## src/common/pll_regs_pkg.sv

```systemverilog
package pll_regs_pkg;

  // Clock and calibration timing.
  localparam int unsigned CLOCK_HZ = 25_000_000;
  localparam int unsigned CAL_TIME_US = 100;
  localparam int unsigned CAL_CYCLES = CAL_TIME_US * (CLOCK_HZ / 1_000_000);
  localparam int unsigned CAL_COUNT_W = 12;
  localparam logic [CAL_COUNT_W-1:0] CAL_LAST = CAL_COUNT_W'(CAL_CYCLES - 1);

  // Bus geometry.
  localparam int unsigned ADDR_W = 12;
  localparam int unsigned DATA_W = 32;
  localparam int unsigned INDEX_W = 8;
  localparam int unsigned CHANNELS = 8;

  // Register indices; the byte address is four times the index.
  localparam logic [INDEX_W-1:0] IDX_PLL2_M_DIV = 8'h37;
  localparam logic [INDEX_W-1:0] IDX_PLL1_CTRL_ZERO = 8'h38;
  localparam logic [INDEX_W-1:0] IDX_PLL1_CTRL_ONE = 8'h39;
  localparam logic [INDEX_W-1:0] IDX_PLL1_FB_HIGH = 8'h3a;
  localparam logic [INDEX_W-1:0] IDX_PLL1_FB_LOW = 8'h3b;
  localparam logic [INDEX_W-1:0] IDX_STATUS = 8'h3c;

  // Values after reset.
  localparam logic [7:0] RST_PLL2_M_DIV = 8'h00;
  localparam logic [7:0] RST_PLL1_CTRL_ZERO = 8'h1e;
  localparam logic [7:0] RST_PLL1_CTRL_ONE = 8'h18;
  localparam logic [7:0] RST_PLL1_FB_HIGH = 8'h00;
  localparam logic [7:0] RST_PLL1_FB_LOW = 8'h66;

  // Writable bits of each register; the rest read as zero.
  localparam logic [7:0] MASK_PLL2_M_DIV = 8'h1f;
  localparam logic [7:0] MASK_PLL1_CTRL_ZERO = 8'h1f;
  localparam logic [7:0] MASK_PLL1_CTRL_ONE = 8'h3f;
  localparam logic [7:0] MASK_PLL1_FB_HIGH = 8'h0f;

  // Field positions.
  localparam int unsigned POST_SEL_LSB = 2;
  localparam int unsigned RESYNC_EN_BIT = 1;
  localparam int unsigned POWER_DOWN_BIT = 0;
  localparam int unsigned DOUBLER_BIT = 4;
  localparam int unsigned PUMP_LSB = 0;
  localparam int unsigned STAT_ENABLED_BIT = 0;
  localparam int unsigned STAT_CAL_BUSY_BIT = 1;
  localparam int unsigned STAT_CAL_RESET_BIT = 2;

  // Charge pump: one step is 0.4 mA, the top code jumps to 6.4 mA.
  localparam int unsigned PUMP_STEP_UA = 400;
  localparam int unsigned PUMP_TOP_UA = 6400;
  localparam logic [3:0] PUMP_TOP_CODE = 4'h8;
  localparam logic [4:0] PUMP_TOP_STEPS = 5'(PUMP_TOP_UA / PUMP_STEP_UA);
  localparam logic [3:0] PUMP_LINEAR_LAST = 4'h7;

  localparam logic [2:0] POST_SEL_MIN_DIV2 = 3'h1;

  typedef enum logic [1:0] {ST_OFF, ST_CAL, ST_RUN} power_state_t;

  typedef struct packed {
    logic [4:0] m_code;
    logic [2:0] post_code;
    logic [11:0] fb_code;
    logic [3:0] pump_code;
  } div_codes_t;

  typedef struct packed {
    logic m_bypass;
    logic [5:0] m_ratio;
    logic [3:0] post_ratio;
    logic [11:0] fb_ratio;
    logic [4:0] pump_steps;
  } ratio_t;

endpackage

```

## src/hw/pll_divider_control_regs.sv

```systemverilog
// How it works
// - M code zero bypasses, else divide k+1.
// - Post codes 0,1 divide 2; others code+1.
// - Sync event resyncs synth A channels when enabled.
// - Power-down zero enables and calibrates after reset.
// - Power-down one disables, resets calibration circuit.
// - Doubler bit, reset one, enables primary doubler.
// - Pump codes 1-7 step 0.4 mA; 8 is 6.4.
// - Feedback bits 11:8 in high byte, reset zero.
// - Feedback codes 0,1 give 1; else code.
// - Feedback low byte separate, resets to 0x66.
//
// Register access over APB was left to the implementer.
module pll_divider_control_regs
  import pll_regs_pkg::*;
(
  input wire logic clock,
  input wire logic reset_n,
  input wire logic psel,
  input wire logic penable,
  input wire logic pwrite,
  input wire logic [ADDR_W-1:0] paddr,
  input wire logic [DATA_W-1:0] pwdata,
  output logic [DATA_W-1:0] prdata,
  output logic pready,
  output logic pslverr,
  input wire logic sync_event,
  input wire logic [CHANNELS-1:0] channel_on_synth_a,
  output logic [CHANNELS-1:0] channel_resync,
  output ratio_t ratios,
  output logic synth_a_enable,
  output logic synth_a_cal_reset,
  output logic synth_a_cal_busy,
  output logic primary_ref_doubler_en,
  output logic synth_a_resync_enable
);

  function automatic logic reg_hit(input logic [ADDR_W-1:0] addr,
                                   input logic [INDEX_W-1:0] index);
    reg_hit = (addr[1:0] == 2'h0) && (addr[ADDR_W-1:2] == 10'(index));
  endfunction

  logic [7:0] pll2_reference_m_div;
  logic [7:0] pll1_control_zero;
  logic [7:0] pll1_control_one;
  logic [7:0] pll1_feedback_div_high;
  logic [7:0] pll1_feedback_div_low;
  logic [7:0] next_pll2_reference_m_div;
  logic [7:0] next_pll1_control_zero;
  logic [7:0] next_pll1_control_one;
  logic [7:0] next_pll1_feedback_div_high;
  logic [7:0] next_pll1_feedback_div_low;

  logic [DATA_W-1:0] next_prdata;
  logic next_pready;
  logic next_pslverr;
  logic write_fire;
  logic mapped;
  logic [7:0] read_byte;
  logic [7:0] status_byte;

  div_codes_t codes;
  ratio_t decoded;
  ratio_t next_ratios;
  logic [CHANNELS-1:0] next_channel_resync;

  logic synth_a_power_down;
  logic core_enable;
  logic core_cal_reset;
  logic core_cal_busy;

  // Field views of the stored registers.
  assign synth_a_power_down = pll1_control_zero[POWER_DOWN_BIT];
  assign synth_a_resync_enable = pll1_control_zero[RESYNC_EN_BIT];
  assign primary_ref_doubler_en = pll1_control_one[DOUBLER_BIT];
  assign codes.m_code = pll2_reference_m_div[4:0];
  assign codes.post_code = pll1_control_zero[POST_SEL_LSB +: 3];
  assign codes.pump_code = pll1_control_one[PUMP_LSB +: 4];
  assign codes.fb_code = {pll1_feedback_div_high[3:0], pll1_feedback_div_low};

  // The access takes effect only on the edge where pready is seen high.
  assign write_fire = psel && penable && pready && pwrite;

  always_comb begin
    mapped = reg_hit(paddr, IDX_PLL2_M_DIV) || reg_hit(paddr, IDX_PLL1_CTRL_ZERO) ||
             reg_hit(paddr, IDX_PLL1_CTRL_ONE) || reg_hit(paddr, IDX_PLL1_FB_HIGH) ||
             reg_hit(paddr, IDX_PLL1_FB_LOW) || reg_hit(paddr, IDX_STATUS);
    status_byte = '0;
    status_byte[STAT_ENABLED_BIT] = core_enable;
    status_byte[STAT_CAL_BUSY_BIT] = core_cal_busy;
    status_byte[STAT_CAL_RESET_BIT] = core_cal_reset;
    read_byte = '0;
    if (reg_hit(paddr, IDX_PLL2_M_DIV)) begin
      read_byte = pll2_reference_m_div;
    end else if (reg_hit(paddr, IDX_PLL1_CTRL_ZERO)) begin
      read_byte = pll1_control_zero;
    end else if (reg_hit(paddr, IDX_PLL1_CTRL_ONE)) begin
      read_byte = pll1_control_one;
    end else if (reg_hit(paddr, IDX_PLL1_FB_HIGH)) begin
      read_byte = pll1_feedback_div_high;
    end else if (reg_hit(paddr, IDX_PLL1_FB_LOW)) begin
      read_byte = pll1_feedback_div_low;
    end else if (reg_hit(paddr, IDX_STATUS)) begin
      read_byte = status_byte;
    end
  end

  // Bus answer: pready rises one cycle into the access phase and lasts one cycle.
  always_comb begin
    next_pready = psel && penable && !pready;
    next_pslverr = 1'b0;
    next_prdata = prdata;
    if (next_pready) begin
      next_pslverr = !mapped;
      next_prdata = (!pwrite && mapped) ? {24'h000000, read_byte} : '0;
    end
  end

  always_ff @(posedge clock) begin
    if (!reset_n) begin
      pready <= 1'b0;
      pslverr <= 1'b0;
      prdata <= '0;
    end else begin
      pready <= next_pready;
      pslverr <= next_pslverr;
      prdata <= next_prdata;
    end
  end

  // Register file; reserved bits are masked so they always read as zero.
  always_comb begin
    next_pll2_reference_m_div = pll2_reference_m_div;
    next_pll1_control_zero = pll1_control_zero;
    next_pll1_control_one = pll1_control_one;
    next_pll1_feedback_div_high = pll1_feedback_div_high;
    next_pll1_feedback_div_low = pll1_feedback_div_low;
    if (write_fire) begin
      if (reg_hit(paddr, IDX_PLL2_M_DIV)) begin
        next_pll2_reference_m_div = pwdata[7:0] & MASK_PLL2_M_DIV;
      end
      if (reg_hit(paddr, IDX_PLL1_CTRL_ZERO)) begin
        next_pll1_control_zero = pwdata[7:0] & MASK_PLL1_CTRL_ZERO;
      end
      if (reg_hit(paddr, IDX_PLL1_CTRL_ONE)) begin
        next_pll1_control_one = pwdata[7:0] & MASK_PLL1_CTRL_ONE;
      end
      if (reg_hit(paddr, IDX_PLL1_FB_HIGH)) begin
        next_pll1_feedback_div_high = pwdata[7:0] & MASK_PLL1_FB_HIGH;
      end
      if (reg_hit(paddr, IDX_PLL1_FB_LOW)) begin
        next_pll1_feedback_div_low = pwdata[7:0];
      end
    end
  end

  // Reset values stand in for the start-up load from non-volatile storage.
  always_ff @(posedge clock) begin
    if (!reset_n) begin
      pll2_reference_m_div <= RST_PLL2_M_DIV;
      pll1_control_zero <= RST_PLL1_CTRL_ZERO;
      pll1_control_one <= RST_PLL1_CTRL_ONE;
      pll1_feedback_div_high <= RST_PLL1_FB_HIGH;
      pll1_feedback_div_low <= RST_PLL1_FB_LOW;
    end else begin
      pll2_reference_m_div <= next_pll2_reference_m_div;
      pll1_control_zero <= next_pll1_control_zero;
      pll1_control_one <= next_pll1_control_one;
      pll1_feedback_div_high <= next_pll1_feedback_div_high;
      pll1_feedback_div_low <= next_pll1_feedback_div_low;
    end
  end

  ratio_decode u_ratio_decode (
    .codes(codes),
    .ratios(decoded)
  );

  synth_power_ctrl u_power (
    .clock(clock),
    .reset_n(reset_n),
    .power_down(synth_a_power_down),
    .synth_enable(core_enable),
    .cal_reset(core_cal_reset),
    .cal_busy(core_cal_busy)
  );

  // Divider settings are registered so the analog side sees glitch-free codes.
  always_comb begin
    next_ratios = decoded;
  end

  // Each channel fed by synth A is pulsed on a sync event while resync is enabled, one cycle late.
  generate
    for (genvar ch = 0; ch < CHANNELS; ch++) begin : g_resync
      always_comb begin
        next_channel_resync[ch] = sync_event && synth_a_resync_enable &&
                                  channel_on_synth_a[ch];
      end
    end
  endgenerate

  always_ff @(posedge clock) begin
    if (!reset_n) begin
      ratios <= '0;
      channel_resync <= '0;
      synth_a_enable <= 1'b0;
      synth_a_cal_reset <= 1'b0;
      synth_a_cal_busy <= 1'b0;
    end else begin
      ratios <= next_ratios;
      channel_resync <= next_channel_resync;
      synth_a_enable <= core_enable;
      synth_a_cal_reset <= core_cal_reset;
      synth_a_cal_busy <= core_cal_busy;
    end
  end

  AST_M_BYPASS: assert property (@(posedge clock) disable iff (!reset_n)
    reset_n && codes.m_code == 5'h00 |=> ratios.m_bypass && ratios.m_ratio == 6'h01)
    else $error("zero M code did not bypass");

  AST_M_RATIO: assert property (@(posedge clock) disable iff (!reset_n)
    codes.m_code != 5'h00 |=> !ratios.m_bypass &&
      ratios.m_ratio == {1'b0, $past(codes.m_code)} + 6'h01)
    else $error("M ratio is not code plus one");

  AST_POST_RATIO: assert property (@(posedge clock) disable iff (!reset_n)
    reset_n |=> ratios.post_ratio == (($past(codes.post_code) < 3'h2) ? 4'h2 :
      {1'b0, $past(codes.post_code)} + 4'h1))
    else $error("post divider ratio mismatch");

  AST_RESYNC: assert property (@(posedge clock) disable iff (!reset_n)
    ##1 channel_resync == ($past(sync_event) && $past(synth_a_resync_enable) ?
      $past(channel_on_synth_a) : 8'h00))
    else $error("channel resync pulse mismatch");

  AST_PDN_OUTPUT: assert property (@(posedge clock) disable iff (!reset_n)
    synth_a_power_down |-> ##2 !synth_a_enable && synth_a_cal_reset)
    else $error("power down did not reach the synthesizer outputs");

  AST_DOUBLER: assert property (@(posedge clock) disable iff (!reset_n)
    write_fire && reg_hit(paddr, IDX_PLL1_CTRL_ONE) |=>
      primary_ref_doubler_en == $past(pwdata[DOUBLER_BIT]))
    else $error("doubler enable did not follow the write");

  AST_PUMP: assert property (@(posedge clock) disable iff (!reset_n)
    reset_n && codes.pump_code == PUMP_TOP_CODE |=> ratios.pump_steps == 5'h10)
    else $error("top pump code is not sixteen steps");

  AST_FB_HIGH: assert property (@(posedge clock) disable iff (!reset_n)
    reset_n && codes.fb_code >= 12'h002 |=>
      ratios.fb_ratio[11:8] == $past(pll1_feedback_div_high[3:0]))
    else $error("feedback high byte did not reach ratio bits 11 to 8");

  AST_FB_RATIO: assert property (@(posedge clock) disable iff (!reset_n)
    codes.fb_code < 12'h002 |=> ratios.fb_ratio == 12'h001)
    else $error("feedback codes 0 and 1 must give ratio 1");

  AST_FB_LOW_RESET: assert property (@(posedge clock)
    !reset_n |=> pll1_feedback_div_low == 8'h66)
    else $error("feedback low byte did not reset to 0x66");

  AST_READY_PULSE: assert property (@(posedge clock) disable iff (!reset_n)
    pready |=> !pready)
    else $error("pready held for more than one cycle");

  // The sampled reset in the antecedents of AST_M_BYPASS, AST_POST_RATIO, AST_PUMP and AST_FB_HIGH keeps the release edge,
  // where outputs still hold their reset values, out of those four checks.
  AST_READY_ANSWER: assert property (@(posedge clock) disable iff (!reset_n)
    psel && penable && !pready |=> pready)
    else $error("access phase was not answered");

  AST_SLVERR: assert property (@(posedge clock) disable iff (!reset_n)
    pready |-> pslverr == !$past(mapped))
    else $error("error response does not match the address map");

  AST_READ_DATA: assert property (@(posedge clock) disable iff (!reset_n)
    pready && !$past(pwrite) && $past(mapped) |->
      prdata == {24'h000000, $past(read_byte)})
    else $error("read data does not match the addressed register");

  AST_M_WRITE: assert property (@(posedge clock) disable iff (!reset_n)
    write_fire && reg_hit(paddr, IDX_PLL2_M_DIV) |=>
      pll2_reference_m_div == ($past(pwdata[7:0]) & MASK_PLL2_M_DIV))
    else $error("M divider write did not land masked");

  AST_FB_LOW_WRITE: assert property (@(posedge clock) disable iff (!reset_n)
    write_fire && reg_hit(paddr, IDX_PLL1_FB_LOW) |=>
      pll1_feedback_div_low == $past(pwdata[7:0]))
    else $error("feedback low byte write did not land");

  AST_ERROR_NO_WRITE: assert property (@(posedge clock) disable iff (!reset_n)
    write_fire && !mapped |=> $stable(pll1_control_zero) &&
      $stable(pll2_reference_m_div) && $stable(pll1_feedback_div_low))
    else $error("refused write changed a register");

  AST_CTRL_ZERO_RESET: assert property (@(posedge clock)
    !reset_n |=> pll1_control_zero == RST_PLL1_CTRL_ZERO)
    else $error("control zero did not take its reset value");

  AST_CTRL_ONE_RESET: assert property (@(posedge clock)
    !reset_n |=> pll1_control_one == RST_PLL1_CTRL_ONE)
    else $error("control one did not take its reset value");

  AST_RESYNC_REFUSED: assert property (@(posedge clock) disable iff (!reset_n)
    !synth_a_resync_enable |=> channel_resync == '0)
    else $error("resync pulse while resync was disabled");

endmodule

```

## src/hw/ratio_decode.sv

```systemverilog
module ratio_decode
  import pll_regs_pkg::*;
(
  input wire div_codes_t codes,
  output ratio_t ratios
);

  always_comb begin
    ratios = '0;
    ratios.m_bypass = (codes.m_code == 5'h00);
    ratios.m_ratio = ratios.m_bypass ? 6'h01 : 6'({1'b0, codes.m_code} + 6'h01);
    if (codes.post_code <= POST_SEL_MIN_DIV2) begin
      ratios.post_ratio = 4'h2;
    end else begin
      ratios.post_ratio = 4'({1'b0, codes.post_code} + 4'h1);
    end
    ratios.fb_ratio = (codes.fb_code < 12'h002) ? 12'h001 : codes.fb_code;
    // Codes 0 and 9 to 15 have no defined current, so the pump is held off.
    if (codes.pump_code == PUMP_TOP_CODE) begin
      ratios.pump_steps = PUMP_TOP_STEPS;
    end else if (codes.pump_code <= PUMP_LINEAR_LAST) begin
      ratios.pump_steps = {1'b0, codes.pump_code};
    end else begin
      ratios.pump_steps = 5'h00;
    end
  end

endmodule

```

## src/hw/synth_power_ctrl.sv

```systemverilog
module synth_power_ctrl
  import pll_regs_pkg::*;
(
  input wire logic clock,
  input wire logic reset_n,
  input wire logic power_down,
  output logic synth_enable,
  output logic cal_reset,
  output logic cal_busy
);

  power_state_t state;
  power_state_t next_state;
  logic [CAL_COUNT_W-1:0] cal_count;
  logic [CAL_COUNT_W-1:0] next_cal_count;

  always_comb begin
    next_state = state;
    next_cal_count = cal_count;
    unique case (state)
      ST_OFF: begin
        if (!power_down) begin
          next_state = ST_CAL;
          next_cal_count = '0;
        end
      end
      ST_CAL: begin
        if (cal_count == CAL_LAST) begin
          next_state = ST_RUN;
        end else begin
          next_cal_count = cal_count + 1'b1;
        end
      end
      ST_RUN: begin
      end
    endcase
    if (power_down) begin
      next_state = ST_OFF;
      next_cal_count = '0;
    end
  end

  // Reset enters calibration because the power-down bit resets to zero.
  always_ff @(posedge clock) begin
    if (!reset_n) begin
      state <= ST_CAL;
      cal_count <= '0;
    end else begin
      state <= next_state;
      cal_count <= next_cal_count;
    end
  end

  assign synth_enable = (state != ST_OFF);
  assign cal_reset = (state == ST_OFF);
  assign cal_busy = (state == ST_CAL);

  AST_PDN_DISABLES: assert property (@(posedge clock) disable iff (!reset_n)
    power_down |=> !synth_enable && cal_reset)
    else $error("power down did not disable the synthesizer");

  AST_PDN_RELEASE_CAL: assert property (@(posedge clock) disable iff (!reset_n)
    $fell(power_down) && !power_down |-> ##1 cal_busy)
    else $error("calibration did not start after power down cleared");

  AST_CAL_BOUNDED: assert property (@(posedge clock) disable iff (!reset_n)
    cal_busy |-> cal_count <= CAL_LAST)
    else $error("calibration counter ran past its end");

endmodule
```

## config.mk

```make
export PLATFORM = sky130hd
export DESIGN_NAME = pll_divider_control_regs
export DESIGN_NICKNAME = d
export VERILOG_FILES = /design/src/common/pll_regs_pkg.sv /design/src/hw/pll_divider_control_regs.sv /design/src/hw/ratio_decode.sv /design/src/hw/synth_power_ctrl.sv
export SDC_FILE = /design/constraint.sdc
export NUM_CORES = 1
export LEC_CHECK = 0
export BUFFER_PORTS_ARGS = -buffer_cell sky130_fd_sc_hd__buf_2
export CAP_MARGIN = 40
export CORE_UTILIZATION = 40
export DETAILED_ROUTE_END_ITERATION = 16
export PLACE_DENSITY = 0.78
export SKIP_CTS_REPAIR_TIMING = 1
export SYNTH_ARGS = -nofsm -noshare
export SYNTH_HDL_FRONTEND = slang
export SYNTH_SLANG_ARGS = --single-unit
```

## constraint.sdc

```tcl
create_clock -name clock -period 3.12 [get_ports clock]
set_input_delay 0.156 -clock clock [delete_from_list [all_inputs] [get_ports clock]]
set_output_delay 0.156 -clock clock [all_outputs]
set_load 0.05 [all_outputs]
```

== Word level (Yosys, flattened, before mapping) ==
Cells that the tools add are included.
W data, S select, Z words.

* Bits in registers: 115
* Input port bits: 58
* Output and inout port bits: 75
* Logic and storage cells: 109

* Add/sub/neg operators: 3
* $lt $le $gt $ge: 3
* Eq/ne operators: 12
* Multiplexer cells: 17
* Bitwise gates (word level): 2
* Reduce and logical (&&, ||, !) cells: 48

{| class="wikitable"
|+ Operators by type and width
! cell !! number
|-
| $eq A10 B6 Y1 const B || 6
|-
| $mux W8 || 6
|-
| $pmux W12 S2 || 1
|-
| $logic_and A1 B1 Y1 || 20
|-
| $reduce_and A2 Y1 || 9
|-
| $add A12 B1 Y12 const B || 1
|-
| $eq A12 B12 Y1 const B || 1
|-
| $lt A12 B2 Y1 const B || 1
|-
| $mux W12 || 1
|-
| $reduce_or A2 Y1 || 4
|-
| $add A5 B1 Y6 const B || 1
|-
| $logic_not A5 Y1 || 1
|-
| $logic_or A1 B1 Y1 || 5
|-
| $mux W5 || 1
|-
| $add A3 B1 Y4 const B || 1
|-
| $eq A4 B4 Y1 const B || 1
|-
| $le A4 B3 Y1 const B || 1
|-
| $logic_not A2 Y1 || 2
|-
| $mux W2 || 2
|-
| $mux W4 || 1
|-
| $pmux W2 S2 || 1
|-
| $reduce_bool A2 Y1 || 2
|-
| $le A3 B1 Y1 const B || 1
|-
| $logic_not A1 Y1 || 3
|-
| 9 further kinds || 12
|}

== Logic depth before layout (Yosys ltp) ==
Gate-level depths: netlist (run 1).

* Word-level depth: 9
* Depth in mapped cells: 7
* Mapped depth without buffers: 6

== Modules after synthesis ==
Synthesis (run 1) repeated with hierarchy kept, for this count alone.

* Cell total of the unflattened synthesis: 470
* Area total of the unflattened synthesis: 4157.7 um^2

{| class="wikitable"
|+ By module, submodules not included
! module !! times used !! cells each !! area each (um^2) !! sequential area each (um^2)
|-
| pll_divider_control_regs || 1 || 327 || 3106.7 || 1541.5
|-
| synth_power_ctrl || 1 || 99 || 780.7 || 280.3
|-
| ratio_decode || 1 || 44 || 270.3 || 0.0
|}

== Worst setup path after synthesis (run 1) ==
No wires, ideal clock.

* Path type: reg-to-reg
* From: reg u_power.cal_count[0]
* To: reg u_power.cal_count[8]
* Setup time: 0.070 ns
* Arrival time: 1.750 ns
* Required time: 3.050 ns
* Setup slack: 1.300 ns
* Stages on the path, launching flop included: 6
* Path buffers: 0
* Period minus slack after synthesis: 1.820 ns
* Cells stage by stage: dfxtp_1 > ha_1 > and4b_1 > a311o_1 > or4b_1 > a21oi_1

* Cells in the longest elaborated chain, start to end: 3
* Elaborated cells on any way between the ends: 6
* Those cells by class: 1 x add/sub; 2 x eq/ne; 2 x mux; 1 x reduce/logical

{| class="wikitable"
|+ Ends and longest elaborated chain
! element !! RTL line !! RTL
|-
| start: declaration || synth_power_ctrl.sv:14 || <nowiki>logic [CAL_COUNT_W-1:0] cal_count;</nowiki>
|-
| start signal: assignment || synth_power_ctrl.sv:50 || <nowiki>cal_count <= next_cal_count;</nowiki>
|-
| $add A12 B1 Y12 / $eq A12 B12 Y1 (equally long branches) || synth_power_ctrl.sv:31, synth_power_ctrl.sv:28 ||
|-
| $mux W12 / $ne A2 B2 Y1 (equally long branches) || n/a ||
|-
| $pmux W12 S2 / $reduce_and A2 Y1 (equally long branches) || n/a ||
|}

Several ways; a longest one is shown, not always the timed one. The select of a mux whose other input is x is not followed.
A chain may end at the register's enable or synchronous reset.

== Final worst setup path (run 1) ==
* From: reg pready
* To: reg pll1_control_one[4]

* Cells in the longest elaborated chain, start to end: 3

{| class="wikitable"
|+ Ends and longest elaborated chain
! element !! RTL line !! RTL
|-
| start: declaration || pll_divider_control_regs.sv:25 || <nowiki>output logic pready,</nowiki>
|-
| start signal: assignment || pll_divider_control_regs.sv:125 || <nowiki>pready <= next_pready;</nowiki>
|-
| $logic_and A1 B1 Y1 (2 in a row) || pll_divider_control_regs.sv:82 || <nowiki>assign write_fire = psel && penable && pready && pwrite;</nowiki>
|-
| $reduce_and A2 Y1 (no line) || n/a ||
|-
| end signal: assignment || pll_divider_control_regs.sv:168 || <nowiki>pll1_control_one <= next_pll1_control_one;</nowiki>
|-
| end: declaration || pll_divider_control_regs.sv:45 || <nowiki>logic [7:0] pll1_control_one;</nowiki>
|}

Every way passes these cells.

==> impl_metrics.ini, run 1 <==
[run_status]
violations = negative hold slack
outcome = finished with violations

[yosys]
synth.area.top_cells = dfxtp_1 47%, buf_4 4.6%, nor2_1 4.1%, and2_1 3.9%, nand2_1 3.9%
yosysUniqueCellTypes = 59
async_reset_ff_frac = 0
synth_area_um2 = 3890
synth_top_area_frac = 0.468
ys_warn_count = 0
ys.flop_type = dfxtp_1
synthCells = 436
synth-seq-cells = 91
seq_area_frac_synth = 0.468
synth_edf_count = 0
syn_avg_cell_area_um2 = 8.92
synth.largest_area_cell = dfxtp_1

[pwr]
total_power_mw = 2.13
power_density_nw_per_um2 = 470
max-vdd-ir-drop_uv = 197
p_leak_nw = 1.97

[timing]
setup_ws_ns = 1.08
period_share = 0.653
worst_slew_pin_slew_ns = 0.685
finalSetupTns_ns = 0
fin_skew_ns = 0.0134
final-setup-viol-count = 0
hold_viol = 1
rsz0062_at_grt = false
hold_ws_ns = -0.00214
fmax_ghz = 0.491
fin_crit_ns = 2.04
final_max_slew_viol_count = 0
maxSlewHeadroom = 0.542

[critical_path]
crit_path_top_delay_cell = nor2b_1
required_ns = 3.37
worst_setup_path_start_kind = flop
crit_chain = and4_1 > nand4_4 > nor2b_1 > mux2i_1 > nand2_1
critPathMaxStageDelay_ns = 0.65
setup.worst_path.end_class = flop
path_buf_inv = 0
crit_fanout = 16
path_delay_family = simple AND/OR/NAND/NOR gates
path_class = reg2reg
cp_data_arrival_time_ns = 2.29

[cells_and_area]
fill_cells = 888
fin_area_um2 = 4540
syn_to_final_growth_pct = 16.6
antenna_cells = 0
final_cells = 653
drive_gt1_frac = 0.206
nNetsFinal = 582

[clocking]
htreeDepth = 3
cts_root_buffer = clkbuf_8
clock_path_buffers = 2
cts_tree = done
path_clk_slew_ns = 0.09
cts_sinks = 91
clk_latency_ns = 0.36
cts_made_buffers = 9

[routing]
post_drt_wl_per_cell_um = 14.7
dr_total_vias = 3372
antenna_left = 0
vias_per_cell = 5.16
wirelength_mm = 9.60
first_pass_iters = 5
drt-initial-drc-count = 280
drc = 0

[placement]
placed_cell_area_um2 = 4310
place_congestion = 0.878
dp_slack_ns = 0.788
io_buffers = 84
dp.cells = 631
dpl.hpwl_mm = 6.90

[floorplan]
initial_core_util = 0.417
die_h_um = 101
die_w_um = 101
num_rows = 35
core_area_um2 = 9330
fp.dieArea_um2 = 10100
ios = 133

[grt]
antenna_found_initial = 0
grt_max_degree = 37
grt-ovfl-total = 0
grt_pass1_wl_mm = 15.3
grt.total_usage = 0.196
grt_pass1_vias = 3126

[min_path]
hold_class = in2reg

[flow_run]
maxCapViolCount = 0
-- cell families (layout without fill, tap and decap cells) --
group,count (synthesis),count (layout),synth area share
AO/OA/AOI/OAI,73,73,0.114
multiplexers,17,17,0.0454
AND/OR/NAND/NOR,192,192,0.268
buffers and inverters,52,116,0.0759
adder cells (fa/ha/maj),5,5,0.0161
other,1,25,0.000964
flip-flops,91,91,0.468
XOR/XNOR,5,5,0.0113
-- path summary, 6_finish.rpt --
path | endpoint | cells after the start | slack [ns] | from
setup / recovery | pll1_control_one[4] | 5 | 1.08 | pready
hold / removal | pll1_feedback_div_low[6] | 3 | -0.002 | pwdata[6]
setup reg to reg | pll1_control_one[4] | 5 | 1.08 | pready
hold reg to reg | prdata[3] | 2 | 0.45 | prdata[3]
-- sequential cells by signal (all words and copies together) (netlist names), 2 cells and up --
name and cells:
ratios 28, u_power.cal_count 12, channel_resync 8, pll1_feedback_div_low 8
prdata 8, pll1_control_one 6, pll1_control_zero 5, pll2_reference_m_div 5
pll1_feedback_div_high 4, u_power.state 2
-- synthesized netlist by cell type, drive strengths merged (5+ instances only) --
cell type,n
mux2,5
nor2b,5
a22oi,6
and2,24
a21oi,19
inv,9
dfxtp,91
and3,6
nor2,44
nor4,7
nand2,40
clkbuf,15
nand4,7
buf,28
nor3,9
nand3,26
o21ai,28
ha,5
mux2i,12
-- per-stage QoR --
step,hold slack (ns),utilization
3_5_place_dp,0.358,0.462
6_report,-0.00214,0.486
3_3_place_gp,0.357,0.462
5_1_grt,0.00820,0.486
2_1_floorplan,0.278,-
4_1_cts,-0.0316,0.480
-- final cells by class --
class	instances	area, um2	area share
Clock buffer	11	131	0.0290
Clock inverter	5	36.3	0.00800
Inverter	9	33.8	0.00745
Multi-Input combinational cell	317	1860	0.411
Sequential cell	91	1820	0.402
Tap cell	129	161	0.0356
Timing Repair Buffer	91	488	0.108
-- cell usage in the layout, fill, tap and decap left out, types with 2 or more instances in the layout --
cell,instances
o21ai_0,4
o31ai_1,4
mux2i_1,12
and4_1,3
ha_1,5
a22o_1,2
and2_1,24
a22oi_1,6
and3_1,6
mux2_2,2
nor2_1,43
nand4_1,6
nand2_1,40
o2bb2ai_1,2
xnor2_1,2
o211ai_1,2
clkinv_2,2
nand3_1,25
nor4b_1,2
a31oi_1,2
nor2b_1,5
conb_1,25
o21ai_1,24
and4b_1,3
clkbuf_8,9
buf_2,84
inv_1,8
mux2_1,3
nand2b_1,4
clkbuf_1,2
dlygate4sd3_1,6
xor2_1,3
inv_6,2
a32oi_1,2
a21oi_1,19
nand3b_1,2
nor4_1,7
dfxtp_1,91
nor3_1,8
-- worst min-delay path: stages --
cell and delay (ns):
buf_2 0.08, nand2_1 0.04, nand3_1 0.06
-- metal layers --
layer  track usage  vias up  wire length (um)
met2         0.321      141              4610
li1              -     1635                 -
met1         0.254     1585              4160
met5             0        -                 0
met3        0.0458       11               711
met4        0.0647        0               120
-- report_power, final --
part | total [mW] | switching, mW | leakage, nW | internal [mW]
clock network | 0.714 | 0.419 | 0.0881 | 0.295
logic | 0.233 | 0.181 | 1.14 | 0.0516
registers | 1.18 | 0.00725 | 0.740 | 1.18
(Power assumes the default switching activity.)
==> inputs of run 2 (changes only) <==
--- a/config.mk
+++ b/config.mk
@@ -5,6 +5,7 @@
 export SDC_FILE = /design/constraint.sdc
 export NUM_CORES = 1
 export LEC_CHECK = 0
+export ABC_AREA = 1
 export BUFFER_PORTS_ARGS = -buffer_cell sky130_fd_sc_hd__buf_2
 export CAP_MARGIN = 40
 export CORE_UTILIZATION = 40
==> constraint.sdc (replaced) <==
create_clock -name clock -period 1.9 [get_ports clock]
set_input_delay 0.095 -clock clock [delete_from_list [all_inputs] [get_ports clock]]
set_output_delay 0.095 -clock clock [all_outputs]
set_load 0.05 [all_outputs]
==> impl_metrics.ini, run 2 <==
[placement]
dp.cells = 741
dpl.hpwl_mm = 7.02
placed_cell_area_um2 = 4460
io_buffers = 84
place_congestion = 0.923

[clocking]
clock_path_buffers = 2
cts_root_buffer = clkbuf_8
cts_made_buffers = 9
htreeDepth = 3
clk_latency_ns = 0.37
cts_sinks = 91
cts_tree = done
path_clk_slew_ns = 0.08

[floorplan]
initial_core_util = 0.411
die_w_um = 102
ios = 133
core_area_um2 = 9730
fp.dieArea_um2 = 10400
die_h_um = 102
num_rows = 36

[timing]
fin_skew_ns = 0.0134
final_max_slew_viol_count = 0
fin_crit_ns = 1.64
rsz0062_at_grt = false
hold_viol = 0
finalSetupTns_ns = 0
fmax_ghz = 0.610
final-setup-viol-count = 0
period_share = 0.863

[yosys]
synth_area_um2 = 4000
seq_area_frac_synth = 0.455
yosysUniqueCellTypes = 37
synth_most_common_cell = nand2_1
synthTopCellsByCount = 92 x nand2_1, 91 x dfxtp_1, 72 x inv_1, 72 x nor2_1, 26 x a21oi_1
ys_warn_count = 0
async_reset_ff_frac = 0
ys.flop_type = dfxtp_1
synth.largest_area_cell = dfxtp_1
synth_top_area_frac = 0.455
syn_avg_cell_area_um2 = 7.53
synthCells = 531
synth-seq-cells = 91
synth_edf_count = 0
synth.area.top_cells = dfxtp_1 46%, nand2_1 8.6%, inv_1 6.8%, nor2_1 6.8%, buf_4 4.5%

[critical_path]
worst_setup_path_start_kind = flop
crit_path_top_delay_cell = dfxtp_1
crit_chain = ha_1 > nand2_1 > nor2_2 > nand4_1 > nor2_1 > nand2_1 > o21ai_0 > nor3b_1
crit_fanout = 4
critPathMaxStageDelay_ns = 0.39
cp_data_arrival_time_ns = 1.92
setup.worst_path.end_class = flop
required_ns = 2.18
path_buf_inv = 0
path_class = reg2reg
path_common_cell = nand2_1
path_delay_family = simple AND/OR/NAND/NOR gates

[cells_and_area]
nNetsFinal = 692
syn_to_final_growth_pct = 19.2
antenna_cells = 0
final_common_cell = nand2_1
largest_register = ratios
seqCellArea_um2 = 1820
largest_reg_flops = 28
fill_cells = 958
final_cells = 767
fin_area_um2 = 4770
drive_gt1_frac = 0.211
multi_input_area_um2 = 1720
layout_common_cells = 92 x nand2_1, 91 x dfxtp_1, 84 x buf_2, 72 x inv_1, 72 x nor2_1
reg_top3 = ratios (28), u_power.cal_count (12)

[pwr]
p_leak_nw = 2.29
max-vdd-ir-drop_uv = 435
power_density_nw_per_um2 = 763
total_power_mw = 3.64

[run_status]
outcome = completed

[routing]
post_drt_wl_per_cell_um = 12.3
first_pass_iters = 6
drc = 0
wirelength_mm = 9.41
vias_per_cell = 4.72
drt-initial-drc-count = 196
dr_total_vias = 3617
antenna_left = 0

[grt]
grt_pass1_vias = 3232
grt_pass1_wl_mm = 14.6
grt_max_degree = 33
grt-ovfl-total = 0
grt.total_usage = 0.185
antenna_found_initial = 0

[min_path]
hold_class = in2reg

[flow_run]
maxCapViolCount = 0
run 2: cell count changes in the layout (fill, tap and decap cells not counted), sizes merged, moves of 5 or more:
cell and change:
and3 -6, nand2 +59, mux2 -5, inv +70
nor2 +34, o211ai +9, a211oi +14, a22oi -6
and2 -23, nor2b -5, mux2i -12, a21oi +7
nor4 -5, nor3 +8
run 2: tightest hold or removal path: stages:
cell and delay [ns]:
buf_2 0.10, nor2_1 0.09, a211oi_1 0.04
run 2: worst paths after layout:
| check | from | endpoint | slack [ns] | cells past startpoint |
|---|---|---|---|---|
| setup / recovery | u_power.cal_count[0] | u_power.cal_count[10] | 0.26 | 8 |
| hold / removal | pwdata[4] | pll2_reference_m_div[4] | 0.02 | 3 |
| setup reg to reg | u_power.cal_count[0] | u_power.cal_count[10] | 0.26 | 8 |
| hold reg to reg | pll1_feedback_div_low[5] | ratios[10] | 0.47 | 2 |
run 2: cells by family after synthesis:
kind of cell,share of synthesized area
simple gates,0.266
buf+inv,0.136
flops,0.455
compound gates,0.119
fa+ha+maj,0.0156
xor+xnor,0.00657
other cells,0.000937
run 2: cell type report:
| cell class | instances | share of cell area |
|---|---|---|
| repair buffers | 97 | 0.114 |
| multi-input cells | 348 | 0.362 |
| inverters | 82 | 0.0646 |
| well taps | 133 | 0.0349 |
| clock inverters | 5 | 0.0131 |
| flip-flops and latches | 91 | 0.382 |
| clock buffers | 11 | 0.0297 |
run 2: routing by layer:
layer | vias to the layer above | routed length, um | GRT usage
li1 | 1843 | - | -
met4 | 0 | 150 | 0.0791
met2 | 117 | 4610 | 0.320
met3 | 14 | 594 | 0.0451
met5 | - | 0 | 0
met1 | 1643 | 4050 | 0.217
run 2: per-stage QoR:
| stage | hold WS (ns) | utilization | setup slack [ns] |
|---|---|---|---|
| 5_1_grt | 0.0132 | 0.490 | 0.0730 |
| 4_1_cts | -0.0894 | 0.480 | 0.264 |
| 2_1_floorplan | 0.209 | - | 0.243 |
| 3_5_place_dp | 0.313 | 0.459 | 0.283 |
| 6_report | 0.0156 | 0.490 | 0.261 |
| 3_3_place_gp | 0.306 | 0.459 | 0.355 |
run 2: power by group:
group | switching [mW] | internal, mW
Combinational | 0.290 | 0.0820
Clock | 0.674 | 0.648
Sequential | 0.0101 | 1.93
Total | 0.975 | 2.66
==> inputs of run 3 (changes only) <==
--- a/config.mk
+++ b/config.mk
@@ -8,6 +8,7 @@
 export ABC_AREA = 1
 export BUFFER_PORTS_ARGS = -buffer_cell sky130_fd_sc_hd__buf_2
 export CAP_MARGIN = 40
+export CORE_ASPECT_RATIO = 0.7
 export CORE_UTILIZATION = 40
 export DETAILED_ROUTE_END_ITERATION = 16
 export PLACE_DENSITY = 0.78
==> impl_metrics.ini, run 3 (synthesis gave the netlist of run 2 again) <==
[floorplan]
num_rows = 30
fp.dieArea_um2 = 10400
ios = 133
die_w_um = 122
initial_core_util = 0.411
die_h_um = 85.7
core_area_um2 = 9720

[critical_path]
crit_end = u_power.cal_count[10]
required_ns = 2.16
r2r_end = u_power.cal_count[10]
worst_setup_path_start_kind = flop
r2r_slack_ns = 0.25
crit_fanout = 4
cp_data_arrival_time_ns = 1.91
path_common_cell = nand2_1
ff2ff_path_depth = 8
crit_path_top_delay_cell = dfxtp_1
critPathMaxStageDelay_ns = 0.38
setup.worst_path.end_class = flop
path_class = reg2reg
critPathLaunch = u_power.cal_count[0]
crit_chain = ha_1 > nand2_1 > nor2_2 > nand4_1 > nor2_1 > nand2_1 > o21ai_0 > nor3b_1
reg2reg_from = u_power.cal_count[0]

[pwr]
power_density_nw_per_um2 = 854
max-vdd-ir-drop_uv = 426
p_leak_nw = 2.35

[cells_and_area]
fill_cells = 923
drive_gt1_frac = 0.216
largest_reg_flops = 28
largest_register = ratios
final_common_cell = nand2_1
antenna_cells = 0
fin_util = 0.500
layout_common_cells = 92 x nand2_1, 91 x dfxtp_1, 84 x buf_2, 72 x inv_1, 72 x nor2_1
syn_to_final_growth_pct = 21.5
fin_area_um2 = 4860
nNetsFinal = 692
reg_top3 = ratios (28), u_power.cal_count (12)

[flow_run]
maxCapViolCount = 0

[routing]
drt-initial-drc-count = 301
drc = 2
wirelength_mm = 10.0
post_drt_wl_per_cell_um = 13.1
vias_per_cell = 4.86
first_pass_iters = 11
antenna_left = 0
dr_total_vias = 3705

[run_status]
outcome = finished with violations
violations = design-rule violations, negative hold slack

[placement]
place_congestion = 0.895
dp_slack_ns = 0.298
dpl.hpwl_mm = 7.67
placed_cell_area_um2 = 4470
io_buffers = 84

[timing]
hold_viol = 1
hold_ws_ns = -0.0184
rsz0062_at_grt = false
fin_crit_ns = 1.65
final_max_slew_viol_count = 0
setup_ws_ns = 0.253
fmax_ghz = 0.607
final-setup-viol-count = 0
fin_skew_ns = 0.00893
finalSetupTns_ns = 0
period_share = 0.867

[clocking]
cts_root_buffer = clkbuf_16
cts_sinks = 91
htreeDepth = 3
clock_path_buffers = 2
clk_latency_ns = 0.34
cts_tree = done
cts_made_buffers = 9
path_clk_slew_ns = 0.07

[grt]
grt.busiest_layer = met2
antenna_found_initial = 0
met3_usage = 0.0585
grt_pass1_vias = 3444
grt_pass1_wl_mm = 16.2
use_met2 = 0.299
grt_max_degree = 33
grt-ovfl-total = 0
grt.total_usage = 0.200
globalRouteMet1Util = 0.281

[min_path]
hold_class = in2reg
run 3: cell types whose count changed in the layout (fill, tap and decap cells not counted):
cell           change
buf_4              +2
clkbuf_1           -1
clkbuf_16          +9
clkbuf_8          -10
clkinv_2           +1
clkinv_4           -2
clkinvlp_4         -2
dlygate4sd3_1      -2
inv_6              +4
inv_8              +1
run 3: area by class of cell:
type	instances	area [um2]	area share
clock buffers	9	225	0.0464
clock inverters	7	81.3	0.0167
inverters	82	308	0.0634
multi-input cells	348	1720	0.355
flip-flops and latches	91	1820	0.375
well taps	128	160	0.0330
repair buffers	97	538	0.111
run 3: where the power goes:
part	leakage [nW]	internal, mW	total (mW)	switching (mW)
sequential	0.740	1.93	1.94	0.00991
clock	0.153	1.05	1.83	0.789
combinational	1.46	0.0805	0.372	0.292
total	2.35	3.06	4.15	1.09
run 3: how the worst min path moves through the flow:
| stage | to | cells after the start | slack, ns | startpoint |
|---|---|---|---|---|
| 4_1_cts | channel_resync[4] | 3 | -0.05 | channel_on_synth_a[4] |
| 6_report | pll1_feedback_div_low[6] | 3 | -0.02 | pwdata[6] |
| 5_1_grt | pll1_feedback_div_low[6] | 3 | 0.005 | pwdata[6] |
| 3_3_place_gp | channel_resync[1] | 3 | 0.31 | channel_on_synth_a[1] |
| 2_1_floorplan | channel_resync[0] | 2 | 0.21 | channel_on_synth_a[0] |
| 3_5_place_dp | channel_resync[1] | 3 | 0.31 | channel_on_synth_a[1] |
run 3: per-stage QoR:
stage | total power [mW] | cells
2_1_floorplan | 2.29 | 555
5_1_grt | 4.29 | 762
3_3_place_gp | 2.34 | 738
3_5_place_dp | 2.34 | 738
4_1_cts | 4.17 | 754
6_report | 4.15 | 762
run 3: metal layers:
layer	routed length, um	vias up
li1	-	1848
met1	4790	1703
met2	4360	144
met3	757	10
met4	95	0
met5	0	-
run 3: worst max-delay path, delay by kind of cell, from the launching register on:
kind	cells	cell delay (ns)
AO/OA/AOI/OAI	1	0.15
adder cells (fa/ha/maj)	1	0.18
AND/OR/NAND/NOR	6	0.88
flip-flops	1	0.38
